[src/hw/isa_mode_pkg.sv]
// Package: constants and carrier types for the instruction-set mode controller
package isa_mode_pkg;

  // ==========================================================================
  // Register map (byte addresses on the AXI4-Lite slave)
  localparam logic [7:0] CFG_ADDR      = 8'h00;  // Configuration: encodings and entry mode
  localparam logic [7:0] DBG_CTRL_ADDR = 8'h04;  // Test-port control: debug entry mode
  localparam logic [7:0] STATUS_ADDR   = 8'h08;  // Privileged status view of the block

  // ==========================================================================
  // Field positions
  localparam int ENC_LSB      = 14;  // Available encodings, bits 15:14
  localparam int ENC_MSB      = 15;
  localparam int EXC_MODE_BIT = 16;  // Exception entry mode choice
  localparam int DBG_MODE_BIT = 0;   // Debug entry mode choice in test-port control

  // ==========================================================================
  // Encoding availability codes and mode values
  localparam logic [1:0] ENC_FIXED_ONLY   = 2'h0;
  localparam logic [1:0] ENC_COMPACT_ONLY = 2'h1;
  localparam logic [1:0] ENC_BOTH_FIXED   = 2'h2;  // Both, reset into fixed mode
  localparam logic [1:0] ENC_BOTH_COMPACT = 2'h3;  // Both, reset into compact mode
  localparam logic       MODE_FIXED       = 1'h0;
  localparam logic       MODE_COMPACT     = 1'h1;

  // ==========================================================================
  // AXI4-Lite responses
  localparam logic [1:0] RESP_OKAY   = 2'h0;
  localparam logic [1:0] RESP_SLVERR = 2'h2;

  // Kind of a retiring control-flow event
  typedef enum logic [2:0] {
    EV_NONE      = 3'b000,
    EV_JR        = 3'b001,  // Register-indirect jump
    EV_INDIRECT_JUMP_LINK      = 3'b010,  // Register-indirect jump and link
    EV_EXCHANGE_JUMP_LINK      = 3'b011,  // Mode-exchanging absolute jump and link
    EV_EXC       = 3'b100,  // Exception via exception vector base
    EV_DBG       = 3'b101,  // Debug exception
    EV_ERR       = 3'b110,  // Error exception (reset class)
    EV_RET       = 3'b111   // Exception return
  } event_kind_t;

  // Event carrier from the pipeline
  typedef struct packed {
    logic        valid;
    event_kind_t kind;
    logic [1:0]  elem;      // Virtual processing element index
    logic [31:0] src;       // Source register or return register value
  } flow_event_t;

  // Results returned to the pipeline
  typedef struct packed {
    logic        pc_valid;
    logic [31:0] pc;          // Target with bit 0 cleared
    logic        link_valid;
    logic        link_bit0;   // Mode to place in bit 0 of link register
    logic        save_valid;
    logic        save_bit0;   // Mode to place in bit 0 of the return register
    logic        resv_instr;  // Reserved instruction exception request
    logic        addr_exc;    // Address exception on target fetch
  } flow_result_t;

endpackage : isa_mode_pkg

[src/hw/isa_mode_switch_control.sv]
// Instruction-set mode controller with configuration registers on AXI4-Lite
//
// Functional notes
// RULE_01: Hold one mode bit; 0 fixed decoding, 1 compact decoding.
// RULE_02: Mode not readable by user software; only trace is return bit 0.
// RULE_03: Read-only field at bits 15:14 reports available encodings.
// RULE_04: Dual core reset mode follows external available-encoding field.
// RULE_05: Bit 16 chooses mode adopted on exception entry.
// RULE_06: Exception-entry mode writable by privileged software, reset from strap.
// RULE_07: Entry choice applies to all vector-base-offset exceptions.
// RULE_08: Debug-entry mode in test-port control, probe writable, strap reset.
// RULE_09: Exception-entry mode kept separately per virtual processing element.
// RULE_10: Compact mode treats listed indirect jump variants as link/non-link classes.
// RULE_11: Indirect jumps take source bit 0 as new mode.
// RULE_12: Indirect jump target is source with bit 0 cleared.
// RULE_13: Indirect jump-and-link writes current mode to link bit 0.
// RULE_14: Exchange jump-and-link does absolute jump-link and inverts mode.
// RULE_15: Exception entry saves mode to return bit 0, then sets entry mode.
// RULE_16: Exception return restores mode from return register bit 0.
// RULE_17: Single-encoding core keeps fixed mode bit, no switching.
// RULE_18: Single-encoding core: exchange jump-link raises reserved instruction.
// RULE_19: Single-encoding core: mismatched jump bit 0 raises address exception.
// RULE_20: Single-encoding core: indirect link still writes fixed mode.
// RULE_21: Compact set and old compression extension never coexist.
// RULE_22: Compact encoding has no branch-likely instructions.
// RULE_23: Compact encoding keeps delay-slot execution.
// RULE_24: Compact offsets shift left one bit; fixed shift two.
// RULE_25: First handler instruction decodes in the new entry mode.
`timescale 1ns/100ps

module isa_mode_switch_control #(
  parameter int NUM_ELEM = 4
) (
  // Clock and reset
  input  wire logic                       aclk,
  input  wire logic                       aresetn,
  // External configuration straps (asynchronous to the core)
  input  wire logic [1:0]                 enc_strap,
  input  wire logic                       exc_mode_strap,
  input  wire logic                       dbg_mode_strap,
  // Debug probe write of the debug entry mode
  input  wire logic                       probe_wr,
  input  wire logic                       probe_mode,
  // Pipeline event and results
  input  wire isa_mode_pkg::flow_event_t  flow_event,
  input  wire logic                       branch_likely,
  input  wire logic [25:0]                offset,
  output logic                            cur_mode,
  output isa_mode_pkg::flow_result_t      flow_result,
  output logic                            illegal_likely,
  output logic [31:0]                     offset_bytes,
  output logic                            compression_ext_present_bit,
  // AXI4-Lite slave
  input  wire logic [7:0]                 s_axi_awaddr,
  input  wire logic                       s_axi_awvalid,
  output logic                            s_axi_awready,
  input  wire logic [31:0]                s_axi_wdata,
  input  wire logic [3:0]                 s_axi_wstrb,
  input  wire logic                       s_axi_wvalid,
  output logic                            s_axi_wready,
  output logic [1:0]                      s_axi_bresp,
  output logic                            s_axi_bvalid,
  input  wire logic                       s_axi_bready,
  input  wire logic [7:0]                 s_axi_araddr,
  input  wire logic                       s_axi_arvalid,
  output logic                            s_axi_arready,
  output logic [31:0]                     s_axi_rdata,
  output logic [1:0]                      s_axi_rresp,
  output logic                            s_axi_rvalid,
  input  wire logic                       s_axi_rready
);

  // ==========================================================================
  // State record
  typedef struct packed {
    logic [1:0]                 enc_s1;
    logic [1:0]                 enc_s2;
    logic                       exc_s1;
    logic                       exc_s2;
    logic                       dbg_s1;
    logic                       dbg_s2;
    logic                       init;          // Straps captured after reset release
    logic [1:0]                 available_encoding_field;
    logic [NUM_ELEM-1:0]        exc_entry_mode_field;
    logic                       debug_entry_mode_sel;
    logic                       mode;
    logic [1:0]                 last_elem;
    isa_mode_pkg::flow_result_t res;
    logic                       aw_held;
    logic [7:0]                 aw_addr;
    logic                       w_held;
    logic [31:0]                w_data;
    logic [3:0]                 w_strb;
    logic                       bvalid;
    logic [1:0]                 bresp;
    logic                       rvalid;
    logic [31:0]                rdata;
    logic [1:0]                 rresp;
  } state_t;

  state_t state_reg;
  state_t state_next;

  // Whether both encodings exist
  function automatic logic dual_enc(input logic [1:0] enc);
    dual_enc = enc[1];
  endfunction : dual_enc

  // Fixed mode of a single-encoding core
  function automatic logic fixed_mode(input logic [1:0] enc);
    fixed_mode = (enc == isa_mode_pkg::ENC_COMPACT_ONLY);
  endfunction : fixed_mode

  logic [1:0] elem_idx;
  logic       wr_fire;
  logic       rd_fire;
  logic [31:0] cfg_word;

  assign elem_idx = flow_event.elem;
  assign wr_fire  = state_reg.aw_held && state_reg.w_held && !state_reg.bvalid;
  assign rd_fire  = s_axi_arvalid && !state_reg.rvalid;

  // Configuration word seen by privileged software for the last element
  always_comb begin
    cfg_word = 32'h0000_0000;
    cfg_word[isa_mode_pkg::ENC_MSB:isa_mode_pkg::ENC_LSB] =
      state_reg.available_encoding_field;                                  // RULE_03
    cfg_word[isa_mode_pkg::EXC_MODE_BIT] =
      state_reg.exc_entry_mode_field[state_reg.last_elem];
  end

  // ==========================================================================
  // Next-state logic
  always_comb begin
    state_next = state_reg;
    // Two-flop synchronisers on the straps
    state_next.enc_s1 = enc_strap;
    state_next.enc_s2 = state_reg.enc_s1;
    state_next.exc_s1 = exc_mode_strap;
    state_next.exc_s2 = state_reg.exc_s1;
    state_next.dbg_s1 = dbg_mode_strap;
    state_next.dbg_s2 = state_reg.dbg_s1;
    state_next.res    = '0;

    if (!state_reg.init) begin
      // Straps are sampled once after release; the pipeline must wait for it
      state_next.init                     = 1'b1;
      state_next.available_encoding_field = state_reg.enc_s2;
      state_next.exc_entry_mode_field     = {NUM_ELEM{state_reg.exc_s2}};  // RULE_06 RULE_09
      state_next.debug_entry_mode_sel     = state_reg.dbg_s2;              // RULE_08
      state_next.mode = dual_enc(state_reg.enc_s2) ? state_reg.enc_s2[0]   // RULE_04
                                                   : fixed_mode(state_reg.enc_s2); // RULE_17
    end else if (flow_event.valid) begin
      state_next.last_elem = elem_idx;
      unique case (flow_event.kind)
        isa_mode_pkg::EV_JR, isa_mode_pkg::EV_INDIRECT_JUMP_LINK: begin
          // All listed compact variants arrive already classed as JR or INDIRECT_JUMP_LINK  // RULE_10
          state_next.res.pc_valid = 1'b1;
          state_next.res.pc       = {flow_event.src[31:1], 1'b0};          // RULE_12
          if (flow_event.kind == isa_mode_pkg::EV_INDIRECT_JUMP_LINK) begin
            state_next.res.link_valid = 1'b1;
            state_next.res.link_bit0  = state_reg.mode;                     // RULE_13 RULE_20
          end
          if (dual_enc(state_reg.available_encoding_field))
            state_next.mode = flow_event.src[0];                            // RULE_11
          else
            state_next.res.addr_exc = (flow_event.src[0] != state_reg.mode); // RULE_19
        end
        isa_mode_pkg::EV_EXCHANGE_JUMP_LINK: begin
          if (dual_enc(state_reg.available_encoding_field)) begin
            state_next.res.link_valid = 1'b1;
            state_next.res.link_bit0  = state_reg.mode;
            state_next.mode           = ~state_reg.mode;                    // RULE_14
          end else begin
            state_next.res.resv_instr = 1'b1;                               // RULE_18
          end
        end
        isa_mode_pkg::EV_EXC, isa_mode_pkg::EV_ERR, isa_mode_pkg::EV_DBG: begin
          state_next.res.save_valid = 1'b1;
          state_next.res.save_bit0  = state_reg.mode;                       // RULE_15 RULE_02
          if (dual_enc(state_reg.available_encoding_field)) begin
            // Mode updates with the vector so the handler's first fetch uses it  // RULE_25
            if (flow_event.kind == isa_mode_pkg::EV_DBG)
              state_next.mode = state_reg.debug_entry_mode_sel;             // RULE_08
            else
              state_next.mode = state_reg.exc_entry_mode_field[elem_idx];   // RULE_05 RULE_07 RULE_09
          end
        end
        isa_mode_pkg::EV_RET: begin
          if (dual_enc(state_reg.available_encoding_field))
            state_next.mode = flow_event.src[0];                            // RULE_16
        end
        isa_mode_pkg::EV_NONE: begin
        end
      endcase
    end

    // Debug probe write of the debug entry mode
    if (state_reg.init && probe_wr)
      state_next.debug_entry_mode_sel = probe_mode;                          // RULE_08

    // AXI write channel capture
    if (s_axi_awvalid && !state_reg.aw_held) begin
      state_next.aw_held = 1'b1;
      state_next.aw_addr = s_axi_awaddr;
    end
    if (s_axi_wvalid && !state_reg.w_held) begin
      state_next.w_held = 1'b1;
      state_next.w_data = s_axi_wdata;
      state_next.w_strb = s_axi_wstrb;
    end
    if (wr_fire) begin
      state_next.aw_held = 1'b0;
      state_next.w_held  = 1'b0;
      state_next.bvalid  = 1'b1;
      state_next.bresp   = isa_mode_pkg::RESP_OKAY;
      unique case (state_reg.aw_addr)
        isa_mode_pkg::CFG_ADDR: begin
          // Encoding field is read-only; entry mode bit writable on dual-encoding cores only          // RULE_06
          if (state_reg.w_strb[2] && dual_enc(state_reg.available_encoding_field))
            state_next.exc_entry_mode_field[state_reg.last_elem] =
              state_reg.w_data[isa_mode_pkg::EXC_MODE_BIT];                 // RULE_09
        end
        isa_mode_pkg::DBG_CTRL_ADDR: begin
          if (state_reg.w_strb[0] && !(state_reg.init && probe_wr))
            state_next.debug_entry_mode_sel =
              state_reg.w_data[isa_mode_pkg::DBG_MODE_BIT];
        end
        isa_mode_pkg::STATUS_ADDR: begin
        end
        default: state_next.bresp = isa_mode_pkg::RESP_SLVERR;
      endcase
    end
    if (state_reg.bvalid && s_axi_bready)
      state_next.bvalid = 1'b0;

    // AXI read channel
    if (rd_fire) begin
      state_next.rvalid = 1'b1;
      state_next.rresp  = isa_mode_pkg::RESP_OKAY;
      unique case (s_axi_araddr)
        isa_mode_pkg::CFG_ADDR:      state_next.rdata = cfg_word;
        isa_mode_pkg::DBG_CTRL_ADDR: state_next.rdata = {31'h0, state_reg.debug_entry_mode_sel};
        isa_mode_pkg::STATUS_ADDR:   state_next.rdata = {30'h0, state_reg.last_elem};
        default: begin
          state_next.rdata = 32'h0000_0000;
          state_next.rresp = isa_mode_pkg::RESP_SLVERR;
        end
      endcase
    end
    if (state_reg.rvalid && s_axi_rready)
      state_next.rvalid = 1'b0;
  end

  // ==========================================================================
  // State register
  always_ff @(posedge aclk) begin
    if (!aresetn) begin
      state_reg <= '0;
      // Strap synchronisers run through reset
      state_reg[$bits(state_t)-1-:8] <= state_next[$bits(state_t)-1-:8];
    end else
      state_reg <= state_next;
  end

  // ==========================================================================
  // Outputs
  assign cur_mode     = state_reg.mode;                                      // RULE_01
  assign flow_result  = state_reg.res;
  // Branch-likely forms do not exist in compact decoding
  assign illegal_likely = branch_likely && state_reg.mode;                   // RULE_22
  // Delay slots unchanged in both modes; only offset scaling differs
  assign offset_bytes = state_reg.mode ? {{5{offset[25]}}, offset, 1'b0}     // RULE_24 RULE_23
                                       : {{4{offset[25]}}, offset, 2'b00};
  // Old compression extension is never built alongside compact decoding
  assign compression_ext_present_bit = 1'b0;                                 // RULE_21
  assign s_axi_awready = !state_reg.aw_held;
  assign s_axi_wready  = !state_reg.w_held;
  assign s_axi_bvalid  = state_reg.bvalid;
  assign s_axi_bresp   = state_reg.bresp;
  assign s_axi_arready = !state_reg.rvalid;
  assign s_axi_rvalid  = state_reg.rvalid;
  assign s_axi_rdata   = state_reg.rdata;
  assign s_axi_rresp   = state_reg.rresp;

endmodule : isa_mode_switch_control

[config.mk]
export PLATFORM = sky130hd
export DESIGN_NAME = isa_mode_switch_control
export DESIGN_NICKNAME = d
export VERILOG_FILES = /design/src/hw/isa_mode_pkg.sv /design/src/hw/isa_mode_switch_control.sv
export SDC_FILE = /design/constraint.sdc
export NUM_CORES = 1
export LEC_CHECK = 0
export BUFFER_PORTS_ARGS = -buffer_cell sky130_fd_sc_hd__buf_2
export CAP_MARGIN = 30
export CORE_MARGIN = 3
export CORE_UTILIZATION = 30
export CTS_CLUSTER_DIAMETER = 100
export DETAILED_ROUTE_END_ITERATION = 10
export PLACE_DENSITY_LB_ADDON = 0.3
export SYNTH_ARGS = -nofsm -noshare
export SYNTH_HDL_FRONTEND = slang
export SYNTH_SLANG_ARGS = --single-unit
[constraint.sdc]
create_clock -name aclk -period 3 [get_ports aclk]
set_input_delay 0.45 -clock aclk [delete_from_list [all_inputs] [get_ports aclk]]
set_output_delay 0.45 -clock aclk [all_outputs]
set_load 0.05 [all_outputs]
==> results of run 1 <==
cell usage after synthesis (all sizes together), types with 2 or more instances:
cell | number | area, sq um
and2 | 36 | 225
inv | 4 | 15.0
nor3b | 3 | 32.5
nand2b | 3 | 18.8
clkbuf | 11 | 42.5
nand4 | 6 | 43.8
nor2b | 18 | 113
o21ai | 4 | 20.0
xnor2 | 2 | 17.5
o311ai | 3 | 26.3
nor2 | 7 | 26.3
mux2i | 20 | 200
a21oi | 4 | 20.0
dfxtp | 80 | 1600
o211ai | 3 | 22.5
buf | 91 | 658
nand2 | 29 | 109
nor3 | 4 | 36.3
a21boi | 7 | 52.6
mux2 | 26 | 293
nand3 | 5 | 25.0
and3b | 2 | 17.5
nor4 | 2 | 18.8
and3 | 2 | 12.5
per-layer routing:
metal | track usage | part of all wire
met3 | 0.0507 | 0.092
met4 | 0.0374 | 0.010
met5 | 0 | 0.00083
met1 | 0.146 | 0.43
met2 | 0.186 | 0.46
power by group:
part	leakage (nW)	internal, mW	switching, mW
sequential	0.654	1.10	0.0273
clock	0.149	0.692	0.420
combinational	1.45	0.152	0.364
final cells by class:
class | instances | area [sq um]
clock buffers | 12 | 256
clock inverters | 4 | 51.3
fillers | 1254 | 7520
inverters | 4 | 15.0
multi-input cells | 231 | 1580
flip-flops and latches | 80 | 1600
well taps | 168 | 210
repair buffers | 183 | 923
critical path, cell delays in order, from the launching register on:
cell and delay [ns]:
dfxtp_1 0.38, buf_4 0.34, mux2_2 0.38, buf_2 0.21
worst paths after layout:
path,to,cells past startpoint
min,state_next[139],1
max,offset_bytes[17],3
min reg2reg,state_reg[138],0
max reg2reg,flow_result[0],4
logic make-up after synthesis:
group,after synthesis,share of synthesized area
AOI/OAI and AO/OA,28,0.0526
and+or+nand+nor,122,0.192
DFF,80,0.424
buffers and inverters,106,0.189
other,1,0.000992
xor gates and xnor gates,2,0.00464
muxes,47,0.136
metrics by stage:
step                      worst slack, ns  hold WS (ns)  power, mW  instance area [sq um]   util
after CTS                           0.853         0.207       2.80                   4640  0.381
after global placement               1.25         0.312       1.66                   4330  0.356
after floorplan                     0.985         0.310       1.58                   3900      -
final                               0.889         0.222       2.75                   4640  0.381
after global routing                0.804         0.212       2.88                   4640  0.381
after detailed placement             1.23         0.312       1.67                   4330  0.356
cell usage in the layout, fill, tap and decap left out, types with 7 or more instances in the layout:
cell,n
buf_2,180
dfxtp_1,80
and2_1,36
conb_1,32
nand2_1,29
mux2_2,24
mux2i_1,20
nor2b_1,18
clkbuf_16,9
nor2_1,7
a21boi_1,7
==> out/metrics.yaml, run 1 <==
critical_path:
  rrSetupSlack_ns: 1.30
  startpoint_type: "flop"
  critical_path_class: "flop to output port"
  cp_max_fo: 30
  setup.worst_path.start: "cur_mode"
  worstReg2RegStart: "state_reg[133]"
  required_ns: 2.55
  endpoint_kind: "output port"
  worstPathArrival_ns: 1.66
placed_design:
  dp_cells: 666
  gp_congestion: 0.787
  io_buffers: 180
  dpl.hpwl_um: 6600
routing:
  wire_per_inst_um: 12.4
  routed_wl_um: 8450
  vias_per_cell: 4.11
  drtAntennaViolNets: 0
  drc: 0
  drt-initial-drc-count: 122
  via_count: 2801
  drtPass1Iterations: 4
clock_tree:
  cts_buffers: 9
  post_cts_resize_count: 0
  h-tree-depth: 3
  post_cts_buffers: 0
  cts_tree: "built"
  ctsHoldBuffers: 0
  insertion_delay_ns: 0.33
  path_clk_slew_ns: 0.06
  cts.sinks: 80
  root_buffer: "clkbuf_16"
  cts.path.max_buffers: 2
yosys:
  netlist_area_sq_um: 3780
  ys_warn_count: 0
  async_flop_share: 0
  ys_ff_latch: 80
  synth-seq-area-share: 0.424
  syn-instance-count: 386
  yosysUniqueCellTypes: 50
  synth_edf_count: 0
  synth_ff_type: "dfxtp_1"
  syn_area_per_cell_sq_um: 9.79
sta:
  fin_setup_tns_ns: 0
  relSlewSlack: 0.428
  fmax_mhz: 474
  fin_crit_sh: 0.704
  drv_slew: 0
  tightest_slew_ns: 0.857
  rsz0062_at_grt: "false"
  hold_violations: 0
  finClkSkew_ns: 0.00760
  min_period_ns: 2.11
  setup_viol: 0
global_route:
  grt-ovfl-total: 0
  gr-usage-all-layers: 0.118
  antenna_found_initial: 1
  grt_pass1_wl_um: 13400
  grt_max_degree: 38
  first_global_vias: 2706
die:
  dieHeight_um: 118
  io_pins: 245
  die-area_sq_um: 14000
  fp.dieW_um: 118
  start_util: 0.311
  core_sq_um: 12200
  num_rows: 40
power_and_ir_drop:
  peakVddDrop_v: 0.000281
  cellPowerDensity_nw_per_um2: 594
  power.leakage_nw: 2.26
final_layout:
  stdcell_count: 682
  antenna_cells: 0
  final_nets: 639
  largest_reg_flops: 38
  drive_gt1_frac: 0.449
  synthToLayoutAreaGrowth_pct: 22.7
run_status:
  status: "completed"
hold_path:
  min_from: "enc_strap[1]"
  hold_class: "input port to flop"
flow_run:
  cap_violations: 0
Power figures use the tool's default switching activity.
==> run 2, diff against run 1 <==
- ABC_AREA: not set -> 1
- clock period: 3 -> 1.9 ns (I/O delays scaled with it)
==> out/metrics.yaml, run 2 <==
critical_path:
  crit_path_max_incr_delay_ns: 0.31  # was 0.38 ns
  cp_cell_sequence: "inv_1, buf_12, nand2_1, o21ai_1, buf_2"  # was buf_4, mux2_2, buf_2
  critical_path_class: "flop to output port"  # unchanged
  cp_slowest_cell: "dfxtp_1"  # unchanged
  endpoint_kind: "output port"  # unchanged
  rrSetupSlack_ns: 0.59  # was 1.30 ns
  startpoint_type: "flop"  # unchanged
  worstReg2RegStart: "state_reg[133]"  # unchanged
  r2r-end: "flow_result[26]"  # was flow_result[0]
  setup.worst_path.start: "cur_mode"  # unchanged
  required_ns: 1.62  # was 2.55 ns
  ff2ff_path_depth: 6  # was 4
  cp_max_fo: 25  # was 30
  worstPathArrival_ns: 1.42  # was 1.66 ns
final_layout:
  utilization: 0.381  # about the same
  final_nets: 788  # was 639
  final_cell_mix: "180 x buf_2, 123 x nand2_1, 80 x dfxtp_1, 78 x nor2_1, 61 x inv_1"  # was 180 x buf_2, 80 x dfxtp_1, 36 x and2_1, 32 x conb_1, 29 x nand2_1
  layout_commonest_cell: "buf_2"  # unchanged
  synthToLayoutAreaGrowth_pct: 23.0  # was 22.7%
  drive_gt1_frac: 0.312  # was 0.449
  num-fill-cells: 1344  # was 1,254
  largest_reg_flops: 38  # unchanged
  antenna_cells: 0  # unchanged
run_status:
  status: "completed"  # unchanged
routing:
  drc: 0  # unchanged
  vias_per_cell: 3.99  # was 4.11
  via_count: 3314  # was 2,801
  drt-initial-drc-count: 113  # was 122
  drtPass1Iterations: 4  # unchanged
  drtAntennaViolNets: 0  # unchanged
  wire_per_inst_um: 10.9  # was 12.4 um
  routed_wl_um: 9040  # was 8450 um
clock_tree:
  post_cts_resize_count: 0  # unchanged
  h-tree-depth: 3  # unchanged
  cts.path.max_buffers: 2  # unchanged
  path_clk_slew_ns: 0.06  # about the same
  root_buffer: "clkbuf_16"  # unchanged
  post_cts_buffers: 0  # unchanged
  cts_buffers: 9  # unchanged
  ctsHoldBuffers: 0  # unchanged
  cts_tree: "built"  # unchanged
  cts.sinks: 80  # unchanged
  insertion_delay_ns: 0.33  # about the same
yosys:
  yosysTopAreaCell: "dfxtp_1"  # unchanged
  synth_ff_type: "dfxtp_1"  # unchanged
  synth_top_cell_area_share: 0.427  # was 0.424
  syn-instance-count: 525  # was 386
  synth_common_cells: "123 x nand2_1, 82 x buf_4, 80 x dfxtp_1"  # was 82 x buf_4, 80 x dfxtp_1, 36 x and2_1
  netlist_area_sq_um: 3750  # was 3780 sq um
  netlist_top_cells_area: "dfxtp_1 43%, buf_4 16%, nand2_1 12%, nor2_1 7.8%, inv_1 6.1%"  # was dfxtp_1 42%, buf_4 16%, mux2_2 7.1%, and2_1 6.0%, mux2i_1 5.3%
  ys_warn_count: 0  # unchanged
  synth-seq-area-share: 0.427  # was 0.424
  async_flop_share: 0  # unchanged
  ys_ff_latch: 80  # unchanged
  syn_area_per_cell_sq_um: 7.14  # was 9.79 sq um
  yosysUniqueCellTypes: 25  # was 50
  yosysMostFrequentCell: "nand2_1"  # was buf_4
  synth_edf_count: 0  # unchanged
sta:
  finClkSkew_ns: 0.00455  # was 0.00760 ns
  rsz0062_at_grt: "false"  # unchanged
  relSlewSlack: 0.645  # was 0.428
  setup_viol: 0  # unchanged
  fmax_mhz: 585
  drv_slew: 0  # unchanged
  hold_ws_ns: 0.0498  # was 0.222 ns
  tightest_slew_ns: 0.532  # was 0.857 ns
  fin_crit_sh: 0.900
  hold_violations: 0  # unchanged
  min_period_ns: 1.71
die:
  start_util: 0.310  # was 0.311
  io_pins: 245  # unchanged
  dieHeight_um: 118  # about the same
  num_rows: 40  # unchanged
  die-area_sq_um: 13900  # was 14,000 sq um
  fp.dieW_um: 118  # about the same
  core_sq_um: 12100  # was 12,200 sq um
global_route:
  gr-usage-all-layers: 0.128  # was 0.118
  grt_pass1_wl_um: 14600  # was 13,400 um
  grt_max_degree: 33  # was 38
  antenna_found_initial: 0  # was 1
  grt-ovfl-total: 0  # unchanged
  first_global_vias: 3179  # was 2,706
hold_path:
  whs_path_depth: 1  # unchanged
  hold_class: "input port to flop"  # unchanged
  min_to: "state_next[134]"  # was state_next[139]
  min_from: "dbg_mode_strap"  # was enc_strap[1]
power_and_ir_drop:
  peakVddDrop_v: 0.000433  # was 0.000281 V
  cellPowerDensity_nw_per_um2: 916  # was 594 nW/um^2
  power.leakage_nw: 2.60  # was 2.26 nW
placed_design:
  dpl.hpwl_um: 7220  # was 6600 um
  gp_congestion: 0.772  # was 0.787
  io_buffers: 180  # unchanged
flow_run:
  cap_violations: 0  # unchanged
-- run 2: changes by cell type after synthesis, sizes merged, moves of 8 or more --
cell | previous run | this run
nor2b | 18 | 0
o21ai | 4 | 25
and2 | 36 | 0
nor2 | 7 | 82
a21oi | 4 | 26
mux2 | 26 | 0
inv | 4 | 64
mux2i | 20 | 0
nand2 | 29 | 123
clkbuf | 11 | 2
nand3 | 5 | 13
-- run 2: report_power, final --
part           total, mW  internal [mW]  switching [mW]
clock               1.57          0.922           0.652
combinational      0.874          0.213           0.661
sequential          1.78           1.74          0.0359
total               4.23           2.88            1.35
-- run 2: worst max-delay path by stage --
stage / to / slack, ns / cells past startpoint
3_3_place_gp: flow_result[0] / 0.46 / 7
6_report: offset_bytes[25] / 0.19 / 5
5_1_grt: offset_bytes[25] / 0.08 / 5
4_1_cts: offset_bytes[25] / 0.16 / 5
3_5_place_dp: flow_result[0] / 0.42 / 7
2_1_floorplan: offset_bytes[25] / -0.07 / 3
-- run 2: layer usage --
layer / vias up / GRT usage / wire, um
li1: 1751 / - / -
met1: 1431 / 0.147 / 3910
met2: 118 / 0.213 / 4280
met3: 14 / 0.0524 / 692
met4: 0 / 0.0498 / 153
met5: - / 0 / 0
-- run 2: final cells by class --
type	count	area, sq um	share of cell area
sequential	80	1600	0.347
clock buffer	12	246	0.0534
inverter	65	244	0.0529
timing repair buffer	185	951	0.206
multi-input combinational	317	1330	0.289
clock inverter	4	28.8	0.00623
tap	168	210	0.0455
-- run 2: metrics by stage --
stage | std cells | area (sq um) | power, mW | setup TNS (ns) | setup WS [ns]
finish | 831 | 4620 | 4.23 | 0 | 0.190
global route | 831 | 4620 | 4.44 | 0 | 0.0771
CTS | 831 | 4620 | 4.30 | 0 | 0.157
detailed placement | 815 | 4340 | 2.69 | 0 | 0.416
global placement | 815 | 4340 | 2.68 | 0 | 0.463
floorplan | 556 | 3870 | 2.52 | -0.0698 | -0.0698
-- run 2: kinds of logic after synthesis --
family	after synthesis	synth area share
AO/OA/AOI/OAI	56	0.0780
buffers and inverters	159	0.248
flip-flops	80	0.427
other	1	0.00100
AND/OR/NAND/NOR	229	0.245
-- run 2: critical path: cells and delay by family (launching register included) --
family | cells | cell delay, ns
DFF | 1 | 0.31
buffers and inverters | 3 | 0.66
and+or+nand+nor | 1 | 0.06
AOI/OAI and AO/OA | 1 | 0.06
